--- src/rtl/sfe_pkg.sv ---
/*
 * shared constants and carrier types of the simd floating-point exception
 * control block. assumes one 200 mhz core clock and software as partner.
 */
package sfe_pkg;

	// ==========================================================
	// control/status word layout
	localparam int                 SFE_NCOND      = 6;
	localparam int                 SFE_FLAG_LSB   = 0;
	localparam int                 SFE_DAZ_BIT    = 6;
	localparam int                 SFE_MASK_LSB   = 7;
	localparam int                 SFE_RC_LSB     = 13;
	localparam int                 SFE_FTZ_BIT    = 15;
	localparam logic [15:0]        SFE_CSR_RESET  = 16'h1f80;
	localparam logic [31:0]        SFE_VALID_DAZ  = 32'h0000ffff;
	localparam logic [31:0]        SFE_VALID_NDAZ = 32'h0000ffbf;
	localparam logic [31:0]        SFE_SAVE_NDAZ  = 32'h00000000;
	// pre-computation: invalid, denormal, divide; post: ovf, unf, inexact
	localparam logic [SFE_NCOND-1:0] SFE_PRE_SEL  = 6'h07;
	localparam logic [SFE_NCOND-1:0] SFE_POST_SEL = 6'h38;

	// ==========================================================
	// control register four and identification leaf
	localparam int                 SFE_OS_SAVE_BIT  = 9;
	localparam int                 SFE_OS_FAULT_BIT = 10;
	localparam logic [31:0]        SFE_QUERY_LEAF   = 32'h00000001;
	localparam int                 SFE_FEAT_SAVE    = 24;
	localparam int                 SFE_FEAT_ONE     = 25;
	localparam int                 SFE_FEAT_TWO     = 26;
	localparam int                 SFE_SAVE_BYTES   = 512;
	localparam int                 SFE_SAVE_MASK_LO = 28;
	localparam int                 SFE_SAVE_MASK_HI = 31;

	// ==========================================================
	// carriers
	typedef enum logic [2:0]
	{
		SFE_IDLE      = 3'h0,
		SFE_PRE       = 3'h1,
		SFE_PRE_WAIT  = 3'h3,
		SFE_POST      = 3'h2,
		SFE_POST_WAIT = 3'h6
	} sfe_state_e;

	typedef struct packed
	{
		logic xf;
		logic ud;
		logic gp;
	} sfe_fault_s;

	typedef struct packed
	{
		logic start;
		logic is_two;
	} sfe_req_s;

endpackage : sfe_pkg

--- src/rtl/sfe_exc_ctrl.sv ---
/*
 * exception sequencing, control/status word, control register four bits,
 * identification leaf and x87 pin separation of the simd fp unit.
 * assumes inputs synchronous to clk_i and one instruction at a time.
 */
`timescale 1ns/1ps
// Operation
// - post pass ors, flags, repeats dispatch
// - complete only after post pass or post handler return
// - fault may fire twice per instruction
// - flag all; masked results wait completion
// - simd exceptions never drive error pin
// - simd handling ignores ignore-error pin
// - separate simd and x87 flags/masks
// - simd rounding only from own field
// - unmasking a set flag raises nothing
// - query leaf one: bits 25, 26
// - query leaf one: save/restore bit 24
// - reg four bit 9 readable
// - reg four bit 10 readable
// - unsupported instruction raises invalid opcode
// - save image carries writable mask
// - zero mask means no denormal zeroing
// - reserved bit write raises protection fault
// - no os fault support: invalid opcode
// - pre pass ors, flags, keeps operands
// - reset sets all six masks
module sfe_exc_ctrl
#(
	parameter int   LANES    = 4,
	parameter logic HAS_ONE  = 1'b1,
	parameter logic HAS_TWO  = 1'b1,
	parameter logic HAS_SAVE = 1'b1,
	parameter logic HAS_DAZ  = 1'b1
)
(
	input  wire logic                         clk_i,
	input  wire logic                         resetn_i,
	input  wire sfe_pkg::sfe_req_s            req_i,
	input  wire logic [LANES*sfe_pkg::SFE_NCOND-1:0] lane_cond_i,
	input  wire logic                         handler_ret_i,
	input  wire logic                         csr_wr_i,
	input  wire logic [31:0]                  csr_wdata_i,
	input  wire logic                         cr4_wr_i,
	input  wire logic [31:0]                  cr4_wdata_i,
	input  wire logic                         fp_emulation_i,
	input  wire logic                         native_fp_error_enable_i,
	input  wire logic                         ignore_numeric_error_pin_i,
	input  wire logic                         x87_error_i,
	input  wire logic                         query_i,
	input  wire logic [31:0]                  accumulator_reg_i,
	output sfe_pkg::sfe_fault_s               fault_o,
	output logic                              instr_done_o,
	output logic                              result_commit_o,
	output logic                              operand_hold_o,
	output logic                              busy_o,
	output logic [31:0]                       simd_control_status_o,
	output logic [1:0]                        simd_round_o,
	output logic [31:0]                       control_reg_four_o,
	output logic [31:0]                       feature_o,
	output logic [31:0]                       control_writable_mask_o,
	output logic                              fp_error_pin_o,
	output logic                              x87_fault_o
);
	import sfe_pkg::*;

	// ==========================================================
	// state
	typedef struct packed
	{
		sfe_state_e          st;
		logic [15:0]         csr;
		logic                os_save;
		logic                os_fault;
		logic [SFE_NCOND-1:0] cond;
		sfe_fault_s          flt;
		logic                done;
		logic                commit;
		logic                hold;
		logic                busy;
		logic [31:0]         feat;
		logic                fp_error_pin;
		logic                x87f;
	} sfe_regs_s;

	localparam logic [31:0] VALID = HAS_DAZ ? SFE_VALID_DAZ : SFE_VALID_NDAZ;

	sfe_regs_s            q, d;
	logic [SFE_NCOND-1:0] lane_or;
	logic [SFE_NCOND-1:0] set_v;
	logic [SFE_NCOND-1:0] unm_v;
	logic [SFE_NCOND-1:0] mask_v;
	logic [31:0]          feat_v;

	sfe_lane_or #(.LANES(LANES), .NCOND(SFE_NCOND)) u_or
	(
		.lane_cond_i (lane_cond_i),
		.cond_o      (lane_or)
	);

	// ==========================================================
	// next state
	always_comb
	begin
		d        = q;
		d.flt    = '0;
		d.done   = 1'b0;
		d.commit = 1'b0;
		set_v    = '0;
		unm_v    = '0;
		mask_v   = q.csr[SFE_MASK_LSB +: SFE_NCOND];
		feat_v   = '0;
		feat_v[SFE_FEAT_ONE]  = HAS_ONE;
		feat_v[SFE_FEAT_TWO]  = HAS_TWO;
		feat_v[SFE_FEAT_SAVE] = HAS_SAVE;
		case (q.st)
			SFE_IDLE:
			begin
				if (req_i.start)
				begin
					// emulation set also makes the opcode unusable
					if (!HAS_ONE || (req_i.is_two && !HAS_TWO) ||
						fp_emulation_i)
					begin
						d.flt.ud = 1'b1;
					end
					else
					begin
						d.cond = lane_or;
						d.hold = 1'b1;
						d.st   = SFE_PRE;
					end
				end
			end
			SFE_PRE:
			begin
				// only fresh conditions count, never old flags
				set_v = q.cond & SFE_PRE_SEL;
				unm_v = set_v & ~mask_v;
				d.st  = SFE_POST;
				if (|unm_v)
				begin
					if (q.os_fault)
					begin
						d.flt.xf = 1'b1;
						d.st     = SFE_PRE_WAIT;
					end
					else
					begin
						d.flt.ud = 1'b1;
						d.hold   = 1'b0;
						d.st     = SFE_IDLE;
					end
				end
			end
			SFE_PRE_WAIT:
			begin
				if (handler_ret_i)
				begin
					d.st = SFE_POST;
				end
			end
			SFE_POST:
			begin
				// handler may have changed masks, so use them as now
				set_v = q.cond & SFE_POST_SEL;
				unm_v = set_v & ~mask_v;
				d.st  = SFE_IDLE;
				d.hold = 1'b0;
				if (|unm_v)
				begin
					d.hold = 1'b1;
					if (q.os_fault)
					begin
						d.flt.xf = 1'b1;
						d.st     = SFE_POST_WAIT;
					end
					else
					begin
						d.flt.ud = 1'b1;
						d.hold   = 1'b0;
					end
				end
				else
				begin
					d.done   = 1'b1;
					d.commit = 1'b1;
				end
			end
			SFE_POST_WAIT:
			begin
				if (handler_ret_i)
				begin
					d.st     = SFE_IDLE;
					d.hold   = 1'b0;
					d.done   = 1'b1;
					d.commit = 1'b1;
				end
			end
			default:
			begin
				d.st   = SFE_IDLE;
				d.hold = 1'b0;
			end
		endcase

		if (csr_wr_i)
		begin
			if (|(csr_wdata_i & ~VALID))
			begin
				d.flt.gp = 1'b1;
			end
			else
			begin
				d.csr = csr_wdata_i[15:0];
			end
		end
		// hardware set wins over a clearing write
		d.csr[SFE_FLAG_LSB +: SFE_NCOND] =
			d.csr[SFE_FLAG_LSB +: SFE_NCOND] | set_v;

		if (cr4_wr_i)
		begin
			d.os_save  = cr4_wdata_i[SFE_OS_SAVE_BIT];
			d.os_fault = cr4_wdata_i[SFE_OS_FAULT_BIT];
		end
		if (query_i)
		begin
			d.feat = (accumulator_reg_i == SFE_QUERY_LEAF) ? feat_v : '0;
		end
		// x87 side only; simd events never reach these
		d.fp_error_pin = x87_error_i & ~native_fp_error_enable_i;
		d.x87f = x87_error_i & native_fp_error_enable_i &
			~ignore_numeric_error_pin_i;
		d.busy = d.st != SFE_IDLE;
	end

	// ==========================================================
	// registers
	always_ff @(posedge clk_i)
	begin
		if (!resetn_i)
		begin
			q     <= '0;
			q.st  <= SFE_IDLE;
			q.csr <= SFE_CSR_RESET;
		end
		else
		begin
			q <= d;
		end
	end

	// ==========================================================
	// outputs
	always_comb
	begin
		fault_o               = q.flt;
		instr_done_o          = q.done;
		result_commit_o       = q.commit;
		operand_hold_o        = q.hold;
		busy_o                = q.busy;
		simd_control_status_o = {16'h0000, q.csr};
		simd_round_o          = q.csr[SFE_RC_LSB +: 2];
		control_reg_four_o    = '0;
		control_reg_four_o[SFE_OS_SAVE_BIT]  = q.os_save;
		control_reg_four_o[SFE_OS_FAULT_BIT] = q.os_fault;
		feature_o             = q.feat;
		control_writable_mask_o = HAS_DAZ ? VALID
			: SFE_SAVE_NDAZ;
		fp_error_pin_o        = q.fp_error_pin;
		x87_fault_o           = q.x87f;
	end

	// ==========================================================
	// checks
	logic [1:0] xf_cnt_q;
	always_ff @(posedge clk_i)
	begin
		if (!resetn_i || q.st == SFE_IDLE)
		begin
			xf_cnt_q <= 2'h0;
		end
		else if (d.flt.xf)
		begin
			xf_cnt_q <= xf_cnt_q + 2'h1;
		end
	end

	xf_twice_max_a: assert property (@(posedge clk_i) disable iff (!resetn_i)
		xf_cnt_q != 2'h3) else $error("more than two simd faults");
	done_after_ret_a: assert property (@(posedge clk_i) disable iff (!resetn_i)
		instr_done_o |-> $past(q.st) == SFE_POST ||
		($past(q.st) == SFE_POST_WAIT && $past(handler_ret_i)))
		else $error("completion without post pass or return");
	commit_with_done_a: assert property (@(posedge clk_i) disable iff (!resetn_i)
		result_commit_o |-> instr_done_o && !operand_hold_o)
		else $error("masked results released early");
	xf_needs_os_a: assert property (@(posedge clk_i) disable iff (!resetn_i)
		fault_o.xf |-> $past(q.os_fault) && !fault_o.ud)
		else $error("simd fault without os support");
	fp_error_pin_x87_only_a: assert property (@(posedge clk_i) disable iff (!resetn_i)
		fp_error_pin_o |-> $past(x87_error_i) && !$past(native_fp_error_enable_i))
		else $error("error pin without x87 cause");
	flags_sticky_a: assert property (@(posedge clk_i) disable iff (!resetn_i)
		|($past(q.csr[5:0]) & ~q.csr[5:0]) |-> $past(csr_wr_i))
		else $error("flag cleared without write");
	gp_reserved_a: assert property (@(posedge clk_i) disable iff (!resetn_i)
		csr_wr_i && |(csr_wdata_i & ~VALID) |=> fault_o.gp &&
		simd_control_status_o[15:6] == $past(simd_control_status_o[15:6]))
		else $error("reserved write not refused");
	reset_masks_a: assert property (@(posedge clk_i)
		!resetn_i |=> simd_control_status_o[12:7] == 6'h3f)
		else $error("masks not set by reset");
	query_leaf_a: assert property (@(posedge clk_i) disable iff (!resetn_i)
		query_i && accumulator_reg_i == SFE_QUERY_LEAF |=>
		feature_o[SFE_FEAT_ONE] == HAS_ONE && feature_o[SFE_FEAT_TWO] == HAS_TWO
		&& feature_o[SFE_FEAT_SAVE] == HAS_SAVE)
		else $error("feature bits wrong");
	no_fault_on_unmask_a: assert property (@(posedge clk_i) disable iff (!resetn_i)
		q.st == SFE_IDLE && !req_i.start |=> !fault_o.xf)
		else $error("fault without new occurrence");

	two_faults_c: cover property (@(posedge clk_i) disable iff (!resetn_i)
		xf_cnt_q == 2'h2 && instr_done_o);
	clean_done_c: cover property (@(posedge clk_i) disable iff (!resetn_i)
		req_i.start ##3 instr_done_o);
	ud_no_os_c: cover property (@(posedge clk_i) disable iff (!resetn_i)
		fault_o.ud && busy_o == 1'b0 && !q.os_fault);

endmodule : sfe_exc_ctrl

--- src/rtl/sfe_lane_or.sv ---
/*
 * or-reduction of per-lane exception conditions into one vector.
 * assumes lane conditions are packed lane 0 in the low bits.
 */
`timescale 1ns/1ps
module sfe_lane_or
#(
	parameter int LANES = 4,
	parameter int NCOND = 6
)
(
	input  wire logic [LANES*NCOND-1:0] lane_cond_i,
	output logic      [NCOND-1:0]       cond_o
);

	// ==========================================================
	// reduction
	always_comb
	begin
		cond_o = '0;
		for (int l = 0; l < LANES; l++)
		begin
			cond_o = cond_o | lane_cond_i[l*NCOND +: NCOND];
		end
	end

endmodule : sfe_lane_or

--- config.mk ---
export PLATFORM = sky130hd
export DESIGN_NAME = sfe_exc_ctrl
export DESIGN_NICKNAME = d
export VERILOG_FILES = /design/src/rtl/sfe_pkg.sv /design/src/rtl/sfe_exc_ctrl.sv /design/src/rtl/sfe_lane_or.sv
export SDC_FILE = /design/constraint.sdc
export NUM_CORES = 1
export LEC_CHECK = 0
export ABC_AREA = 1
export BUFFER_PORTS_ARGS = -buffer_cell sky130_fd_sc_hd__buf_2
export CAP_MARGIN = 20
export CORE_AREA = 8 8 98 100
export DETAILED_ROUTE_END_ITERATION = 8
export DIE_AREA = 0 0 106 108
export PLACE_DENSITY = 0.8
export SLEW_MARGIN = 20
export SYNTH_ARGS = -nofsm -noshare
export SYNTH_HDL_FRONTEND = slang
export SYNTH_SLANG_ARGS = --single-unit
--- constraint.sdc ---
create_clock -name clk_i -period 3.18 [get_ports clk_i]
set_input_delay 0.477 -clock clk_i [delete_from_list [all_inputs] [get_ports clk_i]]
set_output_delay 0.477 -clock clk_i [all_outputs]
set_load 0.05 [all_outputs]
==> After elaboration in Yosys (flattened, before gate mapping) <==
Cells that the tools add are included.
{ "classes": {"eq_ne": 10, "bitwise_logic": 15, "muxes": 31, "reduce_logical": 9} }
{ "ops": {"columns": ["operator", "n"], "rows": [
  ["32-bit by 1-bit equality test with 1-bit output, second input constant", 1],
  ["27-bit 2-to-1 mux", 1],
  ["3-bit 2-to-1 mux", 8],
  ["6-bit bitwise OR", 4],
  ["16-bit OR reduction", 1],
  ["3-bit case mux with 5 select lines", 1],
  ["6-bit 2-to-1 mux", 2],
  ["6-bit case mux with 2 select lines", 1],
  ["6-bit OR reduction", 2],
  ["1-bit 2-to-1 mux", 10],
  ["2-bit inequality test, second input constant", 5],
  ["2-bit 2-to-1 mux", 4],
  ["3-bit by 6-bit AND with 6-bit output", 1],
  ["6-bit AND", 1],
  ["3-bit by 2-bit equality test with 1-bit output, second input constant", 2],
  ["6-bit inverter", 1],
  ["6-bit AND reduction", 1],
  ["1-bit inverter", 5],
  ["1-bit case mux with 5 select lines", 1],
  ["2-bit case mux with 2 select lines", 1],
  ["2-bit AND reduction", 2],
  ["1-bit AND", 3],
  ["3-bit by 1-bit equality test with 1-bit output, second input constant", 1],
  ["3-bit equality test, second input constant", 1],
  ["other kinds (5)", 5]
]} }
{ "word_totals": {"output_inout_bits": 139, "inputBits": 132, "register_bits": 68} }

==> Depth between registers and ports, before layout <==
Gate-level depths: netlist of the first run.
{ "depth": {"word_depth": 6, "mapped_depth": 9} }

==> By module <==
Synthesis of the first run repeated with hierarchy kept, for this count alone.
{ "hier_totals": {"cells_unflattened": 404, "hier_area_um2": 2778.9} }
{ "by_module_without_submodules": {"columns": ["mod", "seq_area_each_um2", "area_per_inst_um2", "cells_each", "n_inst"], "rows": [
  ["sfe_exc_ctrl", 720.7, 2711.4, 386, 1],
  ["sfe_lane_or", 0.0, 67.6, 18, 1]
]} }

==> Least setup slack after synthesis of the first run <==
No wires, ideal clock.
{ "synth_path": {"path_type": "input -> register", "startpoint": "input port csr_wdata_i[31]", "endpoint": "register q, in the netlist simd_control_status_o[13]", "n_path_buf": 1, "setup_ns": 0.070, "required_ns": 3.110, "path_slack_ns": 1.792, "stages": 8, "arrival_ns": 1.318, "cell_sequence": "nor2_1 nand2_1 nor2_4 nand2_4 nor2_8 buf_8 nand2_1 a21oi_1"} }
{ "synth_via": {"elab_chain_cells": 3} }
{ "synth_rtl": {"columns": ["item", "line", "source"], "rows": [
  ["start: declaration", "sfe_exc_ctrl.sv:43", "input wire logic [31:0] csr_wdata_i,"],
  ["16-bit OR reduction", "sfe_exc_ctrl.sv:209", "if (|(csr_wdata_i & ~VALID))"],
  ["1-bit inverter (no line)", null, null],
  ["2-bit AND reduction (no line)", null, null],
  ["end: declaration", "sfe_exc_ctrl.sv:88", "sfe_regs_s q, d;"]
]} }
No other way between the ends.
A chain may end at the register's enable or synchronous reset.

==> Final worst setup path of the first run <==
{ "layout_path": {"startpoint": "register q, in the netlist control_reg_four_o[10]", "endpoint": "output port control_reg_four_o[10]"} }
{ "layout_rtl": {"columns": ["item", "line", "source"], "rows": [
  ["end: declaration", "sfe_exc_ctrl.sv:59", "output logic [31:0] control_reg_four_o,"]
]} }
No word-level cell between the ends.

==> results of run 1 <==
[report_power, final]
part	switching [mW]	internal (mW)
combinational	0.367	0.0666
clock	0.164	0.177
sequential	0.00983	0.465
total	0.540	0.709
[state kept, by name (all words and copies together), names as in the netlist]
signal / flops
busy_o: 1
control_reg_four_o: 2
fault_o: 3
feature_o: 1
fp_error_pin_o: 1
instr_done_o: 1
operand_hold_o: 1
q: 9
simd_control_status_o: 16
x87_fault_o: 1
[layout by cell type, fill, tap and decap left out, drive strengths merged]
master  netlist  final
buf         137    132
conb          2    107
nand2        54     54
nor2         44     44
dfxtp        36     36
inv          27     27
a21oi        21     21
nand3        18     18
o21ai        16     16
nand4        10     10
clkbuf        3      8
nor4          6      6
nor3          4      4
a31oi         1      1
nor3b         1      1
[worst paths after layout]
kind	from	end	slack (ns)	cells after the start
worst max-delay path	control_reg_four_o[10]$_SDFFE_PN0P_	control_reg_four_o[10]	1.65	1
worst min-delay path	ignore_numeric_error_pin_i	x87_fault_o$_SDFF_PN0_	0.35	2
worst max register to register	q[67]$_SDFF_PN0_	busy_o$_SDFF_PN0_	1.71	7
worst min register to register	simd_control_status_o[15]$_SDFFE_PN0P_	simd_control_status_o[15]$_SDFFE_PN0P_	0.47	2
[cell type report]
class / count / area [µm²]
Clock buffer: 8 / 90.1
Fill cell: 890 / 5110
Tap cell: 105 / 131
Timing Repair Buffer: 132 / 661
Sequential cell: 36 / 721
Multi-Input combinational cell: 282 / 1240
Inverter: 27 / 101
[cells by family (layout without fill, tap and decap cells)]
kind of cell           after synthesis  in the layout
flip-flops                          36             36
AND/OR/NAND/NOR                    137            137
AO/OA/AOI/OAI                       38             38
other                                2            107
buffers and inverters              167            167
[through the flow]
stage               instance area [µm²]  utilization, %
finish                             2950            36.6
global route                       2950            36.6
CTS                                2950            36.6
detailed placement                 2860            35.5
global placement                   2860            35.5
floorplan                          3110               -
[routing by layer]
metal  global-route usage, %  vias up
met5                       0        -
met4                    3.12        0
met3                    5.06        4
met2                    21.0      146
met1                    13.0     1028
li1                        -     1173
==> reports/qor.yml, run 1 <==
portBuffers: 132
synth_ff_type: "dfxtp_1"
yosys_warnings: 0
setup_ws_ns: 1.65
criticalPathCategory: "flop to output port"
grt_usage_pct: 11.9
critPathSlowestCell: "dfxtp_1"
dp_hpwl_um: 6250
synth_compound_area_share_pct: 7.04
cp_cell_sequence: "buf_2"
fin_crit_ns: 1.53
tightest_slew_ns: 0.568
synth_top_area_share_pct: 37.0
wl_met3_um: 919
period_share_pct: 48.0
dp_slack_ns: 1.48
fin_cells: 590
synth-edff-count: 0
cp_data_arrival_time_ns: 1.05
synth_top_family_by_area: "buffers and inverters"
die_h_um: 108
routabilityCongestion: 0.840
post_cts_buffers: 0
cts_tree: "yes"
synth-seq-area-share_pct: 26.5
io_pins: 271
path_delay_family: "flip-flops"
wl_per_cell_um: 12.4
numCtsBuffers: 5
p_total_mw: 1.25
synthMuxAreaShare_pct: 0
routedLengthMet1_um: 2910
area_growth_pct: 8.38
rows: 33
path_max_fanout: 6
die_area_um2: 11400
start_kind: "flop"
totalWireLength_um: 7300
tns_ns: 0
grt_remaining_overflow: 0
avgSynthCellArea_um2: 7.15
htree_levels: 2
p_leak_nw: 1.74
endpoint_kind: "output port"
cap_violations: 0
first_iter_violations: 63
synth-async-reset-ratio_pct: 0
fmaxAchievable_mhz: 655
insertion_delay_ns: 0.28
first_pass_iters: 4
setup_viol: 0
grt_pass1_vias: 2428
vdd_ir_drop_max_v: 0.000179
ys_seq_elements: 36
yosys.area_share.simple_pct: 23.8
dr_wl_met2_um: 3400
grt_max_degree: 20
antenna_cells: 0
synth.most_common_cell: "buf_4"
yosys.area.top_type: "buf_4"
ys_types: 26
final_nets: 616
grt_pass1_wl_um: 11400
slew_violations: 0
post-route-drc-count: 0
slowest_delay_ns: 0.45
hold_buffers: 0
placeableCoreArea_um2: 8050
start_util_pct: 33.8
cts_resized: 0
ant_nets: 0
clk_pin_slew_worst_paths_ns: 0.07
syn_area_um2: 2720
vias_per_cell: 3.98
synth_area_leaders: "buf_4, dfxtp_1, nand2_1"
powerDensity_nw_per_um2: 424
synthAdderAreaFrac_pct: 0
status: "finished, final reports clean"
top_layer_used: "met4"
finalClockSkew_ns: 0.00209
rsz0062_at_grt: "false"
die_w_um: 106
cp.required_ns: 2.70
cts_sinks: 36
hp-class: "input pin to flop"
cp_num_buf_inv: 1
antenna_found_initial: 0
synth.top_cells.by_count: "buf_4, nand2_1, nor2_1"
synth-xor-area-share_pct: 0
drive_above_1_share_pct: 30.1
maxSlewHeadroom_pct: 62.1
dp.cells: 582
via_count: 2351
whs_ns: 0.350
root_buffer: "clkbuf_8"
clockBufferDepth: 2
synthCells: 380
hold_violations: 0
Note: power is estimated with default switching activity, not from simulation.
==> inputs of run 2 (changes only) <==
--- a/config.mk
+++ b/config.mk
@@ -5,13 +5,13 @@
 export SDC_FILE = /design/constraint.sdc
 export NUM_CORES = 1
 export LEC_CHECK = 0
-export ABC_AREA = 1
+export ABC_AREA = 0
 export BUFFER_PORTS_ARGS = -buffer_cell sky130_fd_sc_hd__buf_2
 export CAP_MARGIN = 20
-export CORE_AREA = 8 8 98 100
+export CORE_AREA = 8 8 100 102
 export DETAILED_ROUTE_END_ITERATION = 8
-export DIE_AREA = 0 0 106 108
-export PLACE_DENSITY = 0.8
+export DIE_AREA = 0 0 108 110
+export PLACE_DENSITY = 0.76
 export SLEW_MARGIN = 20
 export SYNTH_ARGS = -nofsm -noshare
 export SYNTH_HDL_FRONTEND = slang
==> constraint.sdc (replaced) <==
create_clock -name clk_i -period 1.55 [get_ports clk_i]
set_input_delay 0.2325 -clock clk_i [delete_from_list [all_inputs] [get_ports clk_i]]
set_output_delay 0.2325 -clock clk_i [all_outputs]
set_load 0.05 [all_outputs]
==> reports/qor.yml, run 2 <==
fmaxAchievable_mhz: 688
grt_max_degree: 32
period_share_pct: 93.7
first_pass_iters: 4
p_total_mw: 2.50
synthMuxAreaShare_pct: 6.84
synth_compound_area_share_pct: 8.46
worstReg2RegEnd: "busy_o$_SDFF_PN0_"
synth_top_area_share_pct: 38.2
layout_common_cells: "buf_2, conb_1, dfxtp_1"
synthCells: 309
yosys.area.top_type: "buf_4"
vdd_ir_drop_max_v: 0.000351
hold_violations: 0
grt_use_met2_pct: 19.6
rsz0062_at_grt: "false"
cts_sinks: 36
p_leak_nw: 1.67
ys_seq_elements: 36
die_area_um2: 11900
powerDensity_nw_per_um2: 862
start_util_pct: 31.1
insertion_delay_ns: 0.28
synth-xor-area-share_pct: 0
grt_pass1_vias: 2257
r2r_start: "q[67]$_SDFF_PN0_"
finalClockSkew_ns: 0.00650
ys_types: 40
clockBufferDepth: 2
fillCellCount: 916
yosys.area_share.simple_pct: 17.1
ant_nets: 0
grt_pass1_wl_um: 10800
synth-seq-area-share_pct: 27.4
min-delay-start: "ignore_numeric_error_pin_i"
hp-class: "input pin to flop"
endpoint_kind: "flop"
status: "finished, final reports clean"
io_pins: 271
dp_hpwl_um: 6550
cts_tree: "yes"
avgSynthCellArea_um2: 8.52
grtUsageMet1_pct: 12.8
first_iter_violations: 65
r2r_cells: 5
r2r_setup_slack_ns: 0.1
grt_remaining_overflow: 0
wl_per_cell_um: 14.2
synth.top_cells.by_count: "buf_4, dfxtp_1, nand2_1"
root_buffer: "clkbuf_8"
cp.required_ns: 1.71
htree_levels: 2
start_kind: "flop"
synth.most_common_cell: "buf_4"
setup_viol: 0
grt_busiest_layer: "met2"
die_h_um: 110
antenna_cells: 0
largest_register_ffs: 16
drive_above_1_share_pct: 36.0
grt_usage_pct: 11.4
cp_data_arrival_time_ns: 1.61
path_max_fanout: 9
post-route-drc-count: 0
rows: 34
clk_pin_slew_worst_paths_ns: 0.08
synth_top_family_by_area: "buffers and inverters"
hold_path_end: "x87_fault_o$_SDFF_PN0_"
fin_crit_ns: 1.45
area_growth_pct: 10.1
portBuffers: 132
final_nets: 548
syn_area_um2: 2630
via_count: 2110
mostFrequentLayoutCell: "buf_2"
die_w_um: 108
routabilityCongestion: 0.826
slew_violations: 0
hold_depth: 2
cap_violations: 0
criticalPathCategory: "flop to flop"
synthAdderAreaFrac_pct: 0
antenna_found_initial: 0
post_cts_buffers: 0
placeableCoreArea_um2: 8470
use_met3_pct: 4.07
totalWireLength_um: 7470
yosys_warnings: 0
synth-edff-count: 0
vias_per_cell: 4.02
numCtsBuffers: 5
synth-async-reset-ratio_pct: 0
synth_ff_type: "dfxtp_1"
tns_ns: 0
synth_area_leaders: "buf_4, dfxtp_1, mux2i_1"
==> run 2: cell types whose count changed after synthesis, sizes merged, moves of 9 or more <==
| cell | change |
|---|---|
| nor2 | -37 |
| nand2 | -28 |
| inv | -24 |
| a21oi | -21 |
| mux2i | +18 |
| nand3 | -16 |
| o21ai | -14 |
| nor4 | +10 |
| nor2b | +9 |
==> run 2: cells by family (layout without fill, tap and decap cells) <==
| kind of cell | Yosys count | count (layout) |
|---|---|---|
| buf+inv | 143 | 146 |
| simple gates | 82 | 82 |
| mux | 18 | 18 |
| flops | 36 | 36 |
| compound gates | 28 | 28 |
| other cells | 2 | 107 |
==> run 2: area by class of cell <==
type / instances / area (µm²) / share of cell area [%]
timing repair buffer: 135 / 683 / 23.6
clock buffer: 5 / 68.8 / 2.37
clock inverter: 3 / 18.8 / 0.647
sequential: 36 / 721 / 24.8
inverter: 3 / 11.3 / 0.388
tap: 108 / 135 / 4.66
multi-input combinational: 235 / 1260 / 43.5
==> run 2: report_power, final <==
part | internal (mW) | switching (mW)
Sequential | 0.952 | 0.0191
Combinational | 0.147 | 0.721
Clock | 0.313 | 0.348
==> run 2: how the worst max path moves through the flow <==
stage | slack, ns | start | endpoint
5_1_grt | 0.006 | q[66]$_SDFF_PN0_ | busy_o$_SDFF_PN0_
2_1_floorplan | 0.21 | q[66]$_SDFF_PN0_ | operand_hold_o$_SDFFE_PN0P_
3_3_place_gp | 0.07 | csr_wdata_i[18] | simd_control_status_o[1]$_SDFF_PN0_
3_5_place_dp | 0.006 | csr_wdata_i[17] | simd_control_status_o[1]$_SDFF_PN0_
6_report | 0.1 | q[67]$_SDFF_PN0_ | busy_o$_SDFF_PN0_
4_1_cts | 0.08 | q[66]$_SDFF_PN0_ | busy_o$_SDFF_PN0_
==> run 2: stage by stage <==
stage	cells	utilization [%]	setup slack, ns	instance area [µm²]	hold slack [ns]
after floorplan	414	-	0.206	3030	0.305
after global placement	517	33.1	0.0678	2810	0.402
after detailed placement	517	33.1	0.00611	2810	0.403
after CTS	525	34.2	0.0762	2890	0.0884
after global routing	525	34.3	0.00580	2900	0.0810
final	525	34.3	0.0969	2900	0.102
==> run 2: metal layers <==
layer  share of wire [%]  routed length, µm
met3                  12                925
met1                  39               2890
met2                  48               3580
met5                   0                  0
met4                0.91                 68
==> run 2: what timing repair did <==
item / in CTS / in global routing
endpoints found under the setup margin: 0 / 2
hold buffers: 0 / 0
resized for setup: 0 / 2
==> run 2: worst max-delay path: stages, from the launching register on <==
cell      delay, ns
dfxtp_1        0.50
inv_1          0.14
and2_2         0.24
nand3_1        0.16
a31oi_2        0.12
o21bai_1       0.18
